$ cat src/include/dls_pkg.sv
// constants, types and register map of the directional under-frequency shedding block
// Function
// never shed a feeder whose active power supports the grid frequency; the code sheds it whenever dir_block is low
// with direction detection on, shed only a sub-grid that consumes active power; the code also sheds a feeding one whenever dir_block is low
// sign setting inverts active power: invert for load, keep for generator counting
// direction uses positive-sequence active power only; the angle method also uses positive-sequence reactive power
// a binary input blocks evaluation of the power flow direction
// direction supervision acts only when positive-sequence current reaches its minimum
// shedding released only when line-to-line voltage reaches release voltage
// method selector: power angle, active power threshold, or nondirectional/external
// power angle method blocks shedding while power lies inside the angle area
// active power method blocks trip while power exceeds the power threshold
// nondirectional without external input sheds on under-frequency alone
// nondirectional with external direction input uses it for the blocking area
// alarm when frequency below threshold and shedding not blocked
// trip delay timer starts when the function becomes alarmed
// activation inputs switch frequency threshold and delay to adaptive values
// all frequency decisions blocked while voltage below frequency-blocking voltage
// trip only if alarm lasts the whole delay; timer resets when alarm drops
package dls_pkg;

  // byte offsets of the register words
  localparam logic [7:0] ADDR_CTRL       = 8'h00;
  localparam logic [7:0] ADDR_FREQ_THR   = 8'h04;
  localparam logic [7:0] ADDR_FREQ_ADP   = 8'h08;
  localparam logic [7:0] ADDR_DELAY      = 8'h0c;
  localparam logic [7:0] ADDR_DELAY_ADP  = 8'h10;
  localparam logic [7:0] ADDR_MIN_CUR    = 8'h14;
  localparam logic [7:0] ADDR_REL_VOLT   = 8'h18;
  localparam logic [7:0] ADDR_FBLK_VOLT  = 8'h1c;
  localparam logic [7:0] ADDR_PMIN       = 8'h20;
  localparam logic [7:0] ADDR_ANGLE_TAN  = 8'h24;
  localparam logic [7:0] ADDR_STATUS     = 8'h28;
  localparam logic [7:0] ADDR_MASK       = 8'h2c;
  localparam logic [7:0] ADDR_STATE      = 8'h30;

  // control word fields
  localparam int CTRL_ENABLE_BIT = 0;
  localparam int CTRL_METHOD_LSB = 1;
  localparam int CTRL_INVERT_BIT = 3;
  localparam int CTRL_EXTDIR_BIT = 4;
  localparam int CTRL_WIDTH      = 5;

  // status / mask / state fields
  localparam int EV_ALARM_BIT  = 0;
  localparam int EV_TRIP_BIT   = 1;
  localparam int EV_DIRBLK_BIT = 2;
  localparam int EV_WIDTH      = 3;
  localparam int STATE_WIDTH   = 7;

  // reset values
  localparam logic [CTRL_WIDTH-1:0] RST_CTRL      = 5'h00;
  localparam logic [15:0]           RST_FREQ_THR  = 16'hbf68;
  localparam logic [15:0]           RST_FREQ_ADP  = 16'hbb80;
  localparam logic [31:0]           RST_DELAY     = 32'h0000_0064;
  localparam logic [31:0]           RST_DELAY_ADP = 32'h0000_00c8;
  localparam logic [15:0]           RST_MIN_CUR   = 16'h0010;
  localparam logic [15:0]           RST_REL_VOLT  = 16'h0100;
  localparam logic [15:0]           RST_FBLK_VOLT = 16'h0080;
  localparam logic [23:0]           RST_PMIN      = 24'h000000;
  localparam logic [15:0]           RST_ANGLE_TAN = 16'h0100;
  localparam logic [EV_WIDTH-1:0]   RST_MASK      = 3'h0;

  // timing: delays count in microsecond ticks
  localparam int TICK_NS  = 1000;
  localparam int CLK_NS   = 4;
  localparam int TICK_CYC = TICK_NS / CLK_NS;

  // ahb transfer type bit that marks an active transfer
  localparam int HTRANS_ACTIVE_BIT = 1;

  typedef enum logic [1:0] {
    DLS_M_ANGLE = 2'b00,
    DLS_M_PMIN  = 2'b01,
    DLS_M_NODIR = 2'b10,
    DLS_M_RSVD  = 2'b11
  } dls_method_e;

  // one set of measured grid quantities, same clock as the block
  typedef struct packed {
    logic [15:0]        freq;
    logic signed [23:0] pos_seq_active_power;
    logic signed [23:0] pos_seq_reactive_power;
    logic [15:0]        pos_seq_current;
    logic [15:0]        line_voltage;
  } dls_meas_s;

endpackage

$ cat src/logic/dls_sync.sv
// two-flop synchroniser for a group of asynchronous binary inputs
`timescale 1ns/1ps
`default_nettype none
module dls_sync #(
  parameter int WIDTH = 4
) (
  input  wire logic             clk_i,
  input  wire logic             rst_n_i,
  input  wire logic [WIDTH-1:0] async_i,
  output logic      [WIDTH-1:0] sync_o
);
  logic [WIDTH-1:0] meta;

  for (genvar g = 0; g < WIDTH; g++) begin : g_bit
    always_ff @(posedge clk_i or negedge rst_n_i) begin
      if (!rst_n_i) begin
        meta[g]   <= 1'b0;
        sync_o[g] <= 1'b0;
      end else begin
        meta[g]   <= async_i[g];
        sync_o[g] <= meta[g];
      end
    end
  end
endmodule
`default_nettype wire

$ cat src/logic/dls_delay_timer.sv
// trip delay timer counting microsecond ticks while its run input stays high
`timescale 1ns/1ps
`default_nettype none
module dls_delay_timer
  import dls_pkg::*;
#(
  parameter int TICK_CYCLES = TICK_CYC
) (
  input  wire logic        clk_i,
  input  wire logic        rst_n_i,
  input  wire logic        run_i,
  input  wire logic [31:0] delay_i,
  output logic             expired_o
);
  logic [15:0] pre;
  logic [31:0] ticks;
  wire         tick_done = (pre == 16'(TICK_CYCLES - 1));

  // dropping run clears everything, so a new alarm always waits the full delay
  always_ff @(posedge clk_i or negedge rst_n_i) begin
    if (!rst_n_i) begin
      pre       <= 16'h0000;
      ticks     <= 32'h0000_0000;
      expired_o <= 1'b0;
    end else if (!run_i) begin
      pre       <= 16'h0000;
      ticks     <= 32'h0000_0000;
      expired_o <= 1'b0;
    end else begin
      pre       <= tick_done ? 16'h0000 : pre + 16'h0001;
      if (tick_done && ticks != 32'hffff_ffff) begin
        ticks <= ticks + 32'h0000_0001;
      end
      expired_o <= (ticks >= delay_i);
    end
  end
endmodule
`default_nettype wire

$ cat src/logic/dls_underfreq_shedding.sv
// directional under-frequency load shedding decision with ahb-lite registers
`timescale 1ns/1ps
`default_nettype none
module dls_underfreq_shedding
  import dls_pkg::*;
#(
  parameter int TICK_CYCLES = TICK_CYC
) (
  input  wire logic            CLOCK_I,
  input  wire logic            RESETN_I,
  // ahb-lite slave
  input  wire logic            HSEL_I,
  input  wire logic [31:0]     HADDR_I,
  input  wire logic [1:0]      HTRANS_I,
  input  wire logic            HWRITE_I,
  input  wire logic [2:0]      HSIZE_I,
  input  wire logic [31:0]     HWDATA_I,
  input  wire logic            HREADY_I,
  output logic      [31:0]     HRDATA_O,
  output logic                 HREADYOUT_O,
  output logic                 HRESP_O,
  // measured quantities from the measurement logic
  input  wire dls_meas_s       MEAS_I,
  input  wire logic            MEAS_VALID_I,
  // assigned binary signals, asynchronous
  input  wire logic            DIR_EVAL_BLOCK_I,
  input  wire logic            EXTERNAL_DIRECTION_INPUT_I,
  input  wire logic            ADAPT_FREQ_I,
  input  wire logic            ADAPT_DELAY_I,
  // decisions
  output logic                 ALARM_O,
  output logic                 TRIP_O,
  output logic                 DIR_BLOCK_O,
  output logic                 IRQ_O
);

  // ---------------- binary input synchronisation
  logic [3:0] bin_sync;
  wire        dir_eval_block;
  wire        ext_dir;
  wire        adapt_freq;
  wire        adapt_delay;

  dls_sync #(
    .WIDTH (4)
  ) u_sync (
    .clk_i   (CLOCK_I),
    .rst_n_i (RESETN_I),
    .async_i ({ADAPT_DELAY_I, ADAPT_FREQ_I,
               EXTERNAL_DIRECTION_INPUT_I, DIR_EVAL_BLOCK_I}),
    .sync_o  (bin_sync)
  );

  assign dir_eval_block = bin_sync[0];
  assign ext_dir        = bin_sync[1];
  assign adapt_freq     = bin_sync[2];
  assign adapt_delay    = bin_sync[3];

  // ---------------- configuration registers
  logic [CTRL_WIDTH-1:0] ctrl;
  logic [15:0]           freq_thr;
  logic [15:0]           freq_adp;
  logic [31:0]           delay;
  logic [31:0]           delay_adp;
  logic [15:0]           min_pos_seq_current;
  logic [15:0]           rel_volt;
  logic [15:0]           fblk_volt;
  logic [23:0]           pmin;
  logic [15:0]           angle_tan;
  logic [EV_WIDTH-1:0]   status;
  logic [EV_WIDTH-1:0]   mask;

  // ---------------- measurement hold
  dls_meas_s meas;

  always_ff @(posedge CLOCK_I or negedge RESETN_I) begin
    if (!RESETN_I) begin
      meas <= '0;
    end else if (MEAS_VALID_I) begin
      meas <= MEAS_I;
    end
  end

  // ---------------- control fields
  wire         underfreq_shedding_en = ctrl[CTRL_ENABLE_BIT];
  wire         invert_power          = ctrl[CTRL_INVERT_BIT];
  wire         ext_dir_assigned      = ctrl[CTRL_EXTDIR_BIT];
  dls_method_e direction_method_select;
  assign direction_method_select =
    dls_method_e'(ctrl[CTRL_METHOD_LSB +: 2]);

  // ---------------- power sign and magnitude
  // positive p_eff means the feeder feeds the grid and so supports frequency
  wire signed [24:0] p_ext = {meas.pos_seq_active_power[23],
                              meas.pos_seq_active_power};
  wire signed [24:0] p_eff = invert_power ? -p_ext : p_ext;
  wire               p_supports = (p_eff > 25'sd0);
  wire [23:0]        p_pos = p_supports ? p_eff[23:0] : 24'h000000;

  wire signed [23:0] q1 = meas.pos_seq_reactive_power;
  wire [23:0]        q_abs = q1[23] ? 24'(-q1) : q1;

  // angle area: |q| <= p * tan(angle), tan held as 8.8 fixed point
  wire [39:0] q_scaled = {8'h00, q_abs, 8'h00};
  wire [39:0] p_scaled = 40'(p_pos) * 40'(angle_tan);
  wire        in_angle_area = p_supports && (q_scaled <= p_scaled);

  wire signed [24:0] pmin_ext = {pmin[23], pmin};
  wire               above_pmin = (p_eff > pmin_ext);

  // ---------------- supervision conditions
  wire current_ok = (meas.pos_seq_current >= min_pos_seq_current);
  wire volt_release = (meas.line_voltage >= rel_volt);
  wire freq_valid = (meas.line_voltage >= fblk_volt);

  wire [15:0] freq_limit = adapt_freq ? freq_adp : freq_thr;
  wire [31:0] delay_sel  = adapt_delay ? delay_adp : delay;

  wire underfreq = freq_valid && (meas.freq < freq_limit);

  // ---------------- direction decision
  logic dir_block_raw;

  always_comb begin
    dir_block_raw = 1'b0;
    case (direction_method_select)
      DLS_M_ANGLE: begin
        dir_block_raw = current_ok && in_angle_area;
      end
      DLS_M_PMIN: begin
        dir_block_raw = current_ok && above_pmin;
      end
      default: begin
        // nondirectional_or_external: shed on frequency alone unless the
        // external direction signal is assigned and reports infeed
        dir_block_raw = ext_dir_assigned && ext_dir;
      end
    endcase
  end

  // the evaluation block input forces classic shedding
  wire dir_block = dir_block_raw && !dir_eval_block;

  wire next_alarm = underfreq_shedding_en && volt_release && underfreq &&
                    !dir_block;

  // ---------------- trip delay
  logic alarm;
  logic timer_expired;

  dls_delay_timer #(
    .TICK_CYCLES (TICK_CYCLES)
  ) u_timer (
    .clk_i     (CLOCK_I),
    .rst_n_i   (RESETN_I),
    .run_i     (alarm),
    .delay_i   (delay_sel),
    .expired_o (timer_expired)
  );

  wire next_trip = alarm && timer_expired;

  logic trip;
  logic dir_block_q;
  logic shed_blocked;

  always_ff @(posedge CLOCK_I or negedge RESETN_I) begin
    if (!RESETN_I) begin
      alarm        <= 1'b0;
      trip         <= 1'b0;
      dir_block_q  <= 1'b0;
      shed_blocked <= 1'b0;
    end else begin
      alarm        <= next_alarm;
      trip         <= next_trip;
      dir_block_q  <= dir_block;
      shed_blocked <= underfreq && dir_block && underfreq_shedding_en;
    end
  end

  // ---------------- event edges for the interrupt status
  logic alarm_d;
  logic trip_d;
  logic shed_blocked_d;

  always_ff @(posedge CLOCK_I or negedge RESETN_I) begin
    if (!RESETN_I) begin
      alarm_d        <= 1'b0;
      trip_d         <= 1'b0;
      shed_blocked_d <= 1'b0;
    end else begin
      alarm_d        <= alarm;
      trip_d         <= trip;
      shed_blocked_d <= shed_blocked;
    end
  end

  wire [EV_WIDTH-1:0] ev_set;
  assign ev_set[EV_ALARM_BIT]  = alarm && !alarm_d;
  assign ev_set[EV_TRIP_BIT]   = trip && !trip_d;
  assign ev_set[EV_DIRBLK_BIT] = shed_blocked && !shed_blocked_d;

  // ---------------- ahb-lite address phase
  wire addr_take = HSEL_I && HTRANS_I[HTRANS_ACTIVE_BIT] && HREADY_I;
  wire [7:0] addr = HADDR_I[7:0];
  wire addr_hit_hi = (HADDR_I[31:8] == 24'h000000);

  logic       wr_pend;
  logic [7:0] wr_addr;

  // zero wait state: read data is sampled in the address phase, so a read
  // issued back to back behind a write to the same word returns the old value
  always_ff @(posedge CLOCK_I or negedge RESETN_I) begin
    if (!RESETN_I) begin
      wr_pend <= 1'b0;
      wr_addr <= 8'h00;
    end else begin
      wr_pend <= addr_take && HWRITE_I && addr_hit_hi;
      wr_addr <= addr;
    end
  end

  // ---------------- write decode (data phase)
  wire wr_ctrl      = wr_pend && (wr_addr == ADDR_CTRL);
  wire wr_freq_thr  = wr_pend && (wr_addr == ADDR_FREQ_THR);
  wire wr_freq_adp  = wr_pend && (wr_addr == ADDR_FREQ_ADP);
  wire wr_delay     = wr_pend && (wr_addr == ADDR_DELAY);
  wire wr_delay_adp = wr_pend && (wr_addr == ADDR_DELAY_ADP);
  wire wr_min_cur   = wr_pend && (wr_addr == ADDR_MIN_CUR);
  wire wr_rel_volt  = wr_pend && (wr_addr == ADDR_REL_VOLT);
  wire wr_fblk_volt = wr_pend && (wr_addr == ADDR_FBLK_VOLT);
  wire wr_pmin      = wr_pend && (wr_addr == ADDR_PMIN);
  wire wr_angle     = wr_pend && (wr_addr == ADDR_ANGLE_TAN);
  wire wr_status    = wr_pend && (wr_addr == ADDR_STATUS);
  wire wr_mask      = wr_pend && (wr_addr == ADDR_MASK);

  always_ff @(posedge CLOCK_I or negedge RESETN_I) begin
    if (!RESETN_I) begin
      ctrl                <= RST_CTRL;
      freq_thr            <= RST_FREQ_THR;
      freq_adp            <= RST_FREQ_ADP;
      delay               <= RST_DELAY;
      delay_adp           <= RST_DELAY_ADP;
      min_pos_seq_current <= RST_MIN_CUR;
      rel_volt            <= RST_REL_VOLT;
      fblk_volt           <= RST_FBLK_VOLT;
      pmin                <= RST_PMIN;
      angle_tan           <= RST_ANGLE_TAN;
      mask                <= RST_MASK;
    end else begin
      if (wr_ctrl)      ctrl                <= HWDATA_I[CTRL_WIDTH-1:0];
      if (wr_freq_thr)  freq_thr            <= HWDATA_I[15:0];
      if (wr_freq_adp)  freq_adp            <= HWDATA_I[15:0];
      if (wr_delay)     delay               <= HWDATA_I;
      if (wr_delay_adp) delay_adp           <= HWDATA_I;
      if (wr_min_cur)   min_pos_seq_current <= HWDATA_I[15:0];
      if (wr_rel_volt)  rel_volt            <= HWDATA_I[15:0];
      if (wr_fblk_volt) fblk_volt           <= HWDATA_I[15:0];
      if (wr_pmin)      pmin                <= HWDATA_I[23:0];
      if (wr_angle)     angle_tan           <= HWDATA_I[15:0];
      if (wr_mask)      mask                <= HWDATA_I[EV_WIDTH-1:0];
    end
  end

  // write-one-to-clear; a new event in the clearing cycle survives
  wire [EV_WIDTH-1:0] ev_clr = wr_status ? HWDATA_I[EV_WIDTH-1:0] : '0;

  always_ff @(posedge CLOCK_I or negedge RESETN_I) begin
    if (!RESETN_I) begin
      status <= '0;
    end else begin
      status <= (status & ~ev_clr) | ev_set;
    end
  end

  // ---------------- read decode (address phase)
  wire [STATE_WIDTH-1:0] live_state = {freq_valid, current_ok, volt_release,
                                       underfreq, dir_block_q, trip, alarm};
  logic [31:0] rd_mux;

  always_comb begin
    rd_mux = 32'h0000_0000;
    if (!addr_hit_hi) begin
      rd_mux = 32'h0000_0000;
    end else if (addr == ADDR_CTRL) begin
      rd_mux = 32'(ctrl);
    end else if (addr == ADDR_FREQ_THR) begin
      rd_mux = 32'(freq_thr);
    end else if (addr == ADDR_FREQ_ADP) begin
      rd_mux = 32'(freq_adp);
    end else if (addr == ADDR_DELAY) begin
      rd_mux = delay;
    end else if (addr == ADDR_DELAY_ADP) begin
      rd_mux = delay_adp;
    end else if (addr == ADDR_MIN_CUR) begin
      rd_mux = 32'(min_pos_seq_current);
    end else if (addr == ADDR_REL_VOLT) begin
      rd_mux = 32'(rel_volt);
    end else if (addr == ADDR_FBLK_VOLT) begin
      rd_mux = 32'(fblk_volt);
    end else if (addr == ADDR_PMIN) begin
      rd_mux = 32'(pmin);
    end else if (addr == ADDR_ANGLE_TAN) begin
      rd_mux = 32'(angle_tan);
    end else if (addr == ADDR_STATUS) begin
      rd_mux = 32'(status);
    end else if (addr == ADDR_MASK) begin
      rd_mux = 32'(mask);
    end else if (addr == ADDR_STATE) begin
      rd_mux = 32'(live_state);
    end
  end

  wire rd_take = addr_take && !HWRITE_I;

  always_ff @(posedge CLOCK_I or negedge RESETN_I) begin
    if (!RESETN_I) begin
      HRDATA_O    <= 32'h0000_0000;
      HREADYOUT_O <= 1'b1;
      HRESP_O     <= 1'b0;
    end else begin
      HRDATA_O    <= rd_take ? rd_mux : 32'h0000_0000;
      HREADYOUT_O <= 1'b1;
      HRESP_O     <= 1'b0;
    end
  end

  // ---------------- output registers
  always_ff @(posedge CLOCK_I or negedge RESETN_I) begin
    if (!RESETN_I) begin
      ALARM_O     <= 1'b0;
      TRIP_O      <= 1'b0;
      DIR_BLOCK_O <= 1'b0;
      IRQ_O       <= 1'b0;
    end else begin
      ALARM_O     <= alarm;
      TRIP_O      <= trip;
      DIR_BLOCK_O <= dir_block_q;
      IRQ_O       <= |(status & mask);
    end
  end

endmodule
`default_nettype wire

$ cat config.mk
export PLATFORM = sky130hd
export DESIGN_NAME = dls_underfreq_shedding
export DESIGN_NICKNAME = d
export VERILOG_FILES = /design/src/include/dls_pkg.sv /design/src/logic/dls_sync.sv /design/src/logic/dls_delay_timer.sv /design/src/logic/dls_underfreq_shedding.sv
export SDC_FILE = /design/constraint.sdc
export NUM_CORES = 2
export LEC_CHECK = 0
export CAP_MARGIN = 20
export CORE_MARGIN = 5
export CORE_UTILIZATION = 55
export DETAILED_ROUTE_END_ITERATION = 6
export DONT_BUFFER_PORTS = 1
export PLACE_DENSITY = 0.73
export SYNTH_ARGS = -nofsm -noshare
export SYNTH_HDL_FRONTEND = slang
export SYNTH_SLANG_ARGS = --single-unit
$ cat constraint.sdc
create_clock -name CLOCK_I -period 11.29 [get_ports CLOCK_I]
set_clock_uncertainty 0.15 [all_clocks]
set_input_delay 1.129 -clock CLOCK_I [delete_from_list [all_inputs] [get_ports CLOCK_I]]
set_output_delay 1.129 -clock CLOCK_I [all_outputs]
set_load 0.02 [all_outputs]
==> summary.md <==
| Metric | Value |
|---|---|
| CTS buffer count | `43` |
| IO Count | `213` |
| Pre-CTS setup slack | `-0.1482 ns` |
| Synthesized net count | `4,089` |
| Via count | `24,940` |
| First-pass GRT wire length | `140,700 um` |
| Multi-input logic area | `21,880 um^2` |
| PD cells | `251.3 nW/um^2` |
| Period utilization | `97.21%` |
| Die H | `257.7 um` |
| Clk slew on worst S/H paths | `0.06 ns` |
| Via/cell ratio | `5.933` |
| Largest net degree at the start of global routing | `399` |
| Part of the power in registers | `16.8%` |
| Fin util | `61.15%` |
| IO Port Bufs | `0` |
| DR WL met2 | `42,740 um` |
| Drt total wl | `87,350 um` |
| CP endpoint kind | `flop` |
| Pins Over Slew Limit | `0` |
| DR top layer | `met4` |
| Static Leak | `17.06 nW` |
| Async SR Flop Fraction | `100.0%` |
| Initial detailed-routing violation count | `1,809` |
| CTS tree | `yes` |
| Global placement routability congestion | `0.9143` |
| HPWL reported at the end of detailed placement | `66,520 um` |
| Predominant post-synthesis flop cell | `dfrtp_1` |
| Placed Area | `35,260 um^2` |
| Post-route cell area | `37,050 um^2` |
| Switching portion of total power | `43.65%` |
| Synthesized instance count | `3,347` |
| Setup_tns | `0 ns` |
| Flops & latches, synth | `398` |
| Kind of critical path | `flop to flop` |
| Data arrival time at the worst-slack endpoint | `11.27 ns` |
| CTS H-tree depth | `2` |
| Post-synth cell types | `69` |
| Die area | `66,410 um^2` |
| Clk buf depth | `3` |
| Die W | `257.7 um` |
| YS warnings | `0` |
| Worst-path maximum fanout | `6` |
| Slew margin rel. | `23.67%` |
| WHS | `0.1326 ns` |
| Max-cap violations | `0` |
| DRC violations left | `0` |
| P&R area growth vs syn | `9.781%` |
| M1 WL | `34,770 um` |
| VDD IR max | `0.0003727 V` |
| Storage cell area | `9995 um^2` |
| Hold Vio Cnt, Final | `0` |
| Status | `finished clean` |
| Initial antenna violation count | `0` |
| Pre-antenna DRT Iters | `6` |
| Final WS setup | `0.3154 ns` |
| Starting density of the core | `55.70%` |
| Most frequent cells in the layout | `399 x inv_1, 370 x dfrtp_1, 364 x nand2_1, 303 x fa_1, 285 x mux2_2` |
| Min-delay worst type | `input pin to asynchronous set/reset pin` |
| NumNets Final | `4,131` |
| Seq/Total Area, Yosys | `29.61%` |
| Period minus WS final | `10.97 ns` |
| Fillers | `4,964` |
| Rows | `90` |
| Pint | `5.246 mW` |
| Psw | `4.064 mW` |
| Setup Viol. Count Final | `0` |
| Combinational Power Share | `67.8%` |
| Crit-path max cell delay | `0.56 ns` |
| CP startpoint kind | `flop` |
| Leading cell type in the layout, fill and taps excluded | `inv_1` |
| CORE AREA | `60,580 um^2` |
| GRT Total Usage | `26.16%` |
| Ant diodes | `0` |
| DRT antenna net count | `0` |
| Critical Path RT | `11.58 ns` |
| Post-CTS Hold Fix Bufs | `0` |
| Clock latency on the worst-skew pair | `0.58 ns` |
| CTS Root Cell | `clkbuf_16` |
| Worst slew pin tran | `1.142 ns` |
| Grt ovf | `0` |
| Worst-path cell with the longest stage delay | `or4_4` |
| Post-synth EDFFs | `0` |
| Synth Area per Inst | `10.08 um^2` |
| Clock power frac | `15.4%` |
| Layout cells sized above 1 | `17.48%` |
| Routed wl met3 | `5051 um` |
| WL/cell | `20.78 um` |
| Fmax | `91.12 MHz` |
| TritonCTS sink count | `398` |
| Vias in the first global route | `25,900` |
| Synthesized cell area | `33,750 um^2` |
==> power groups by stage <==
stage	combinational [mW]	clock (mW)	sequential, mW
finish	6.31	1.44	1.57
global route	7.06	1.52	1.57
CTS	5.97	1.46	1.56
detailed placement	5.92	0	1.59
global placement	5.81	0	1.59
floorplan	4.02	0	1.55
==> routing by layer <==
metal  up-vias  global-route usage, %
met5         -                      0
met4         0                  12.03
met3       260                  3.947
met2       874                  44.41
met1     12510                  33.29
li1      11300                      -
==> worst paths after layout <==
check,startpoint,endpoint,slack [ns],cells after the start
worst max-delay path,meas[57],shed_blocked,0.32,43
worst min-delay path,RESETN_I,HRDATA_O[31],0.13,0
worst max register to register,meas[57],shed_blocked,0.32,43
worst min register to register,u_sync.meta[2],u_sync.sync_o[2],0.20,0
max in group asynchronous,RESETN_I,meas[85],10.09,0
min in group CLOCK_I,u_sync.meta[2],u_sync.sync_o[2],0.20,0
==> kinds of logic after synthesis <==
logic type / after synthesis / synth area share (%)
compound gates: 445 / 8.650
xor+xnor: 110 / 2.855
fa+ha+maj: 567 / 27.83
buf+inv: 556 / 6.359
flops: 398 / 29.61
mux: 334 / 10.96
other cells: 2 / 0.02225
simple gates: 935 / 13.71
==> Yosys cell counts (18+ instances only) <==
cell type | number | share of area, %
a21oi_1 | 108 | 1.6
nand4_1 | 41 | 0.76
nor3_1 | 25 | 0.37
buf_1 | 20 | 0.22
dfrtp_1 | 371 | 28
nand2b_1 | 28 | 0.52
a211oi_1 | 18 | 0.40
nand3_1 | 38 | 0.56
a21o_1 | 40 | 0.89
ha_1 | 261 | 9.7
o21ai_0 | 92 | 1.4
nor2_1 | 131 | 1.5
inv_1 | 400 | 4.4
mux2i_1 | 49 | 1.5
mux2_2 | 285 | 9.5
clkbuf_1 | 115 | 1.3
nand2_1 | 364 | 4.0
a22oi_1 | 31 | 0.69
nor2b_1 | 32 | 0.59
fa_1 | 306 | 18
xor2_1 | 38 | 0.99
and2_1 | 167 | 3.1
or3_1 | 25 | 0.46
xnor2_1 | 72 | 1.9
dfstp_2 | 27 | 2.1
o22ai_1 | 18 | 0.33
==> worst max-delay path, delay by kind of cell (launching register included) <==
family,cells,cell delay (ns)
fa+ha+maj,9,3.98
simple gates,15,2.92
compound gates,11,2.11
buf+inv,7,1.03
flops,1,0.40
xor+xnor,1,0.21
==> layout make-up <==
type | count | share of cell area, %
Clock buffer | 66 | 3.465
Clock inverter | 12 | 0.4255
Inverter | 400 | 4.053
Multi-Input combinational cell | 2393 | 59.06
Sequential cell | 398 | 26.98
Tap cell | 782 | 2.641
Timing Repair Buffer | 153 | 3.374
==> state kept, by name, indices dropped and copies added (netlist names), 5 cells and up <==
name and cells:
rel_volt 16, u_timer.pre 16, delay 32, delay_adp 32, q1 24, ctrl 5
meas 72, min_pos_seq_current 16, HRDATA_O 32, angle_tan 16, u_timer.ticks 32, freq_thr 16
freq_adp 16, pmin 24, wr_addr 8, fblk_volt 16
==> through the flow <==
step / std cells / power, mW
floorplan: 3347 / 5.567
global placement: 4117 / 7.393
detailed placement: 4118 / 7.510
CTS: 4196 / 8.987
global route: 4204 / 10.15
finish: 4204 / 9.310
==> repair_timing <==
action | CTS | global route
buffers inserted | 0 | 7
pin swaps | 1 | 35
resized for setup | 8 | 54
setup endpoints to repair | 3 | 3
No activity file was read; power rests on OpenSTA's default activity.
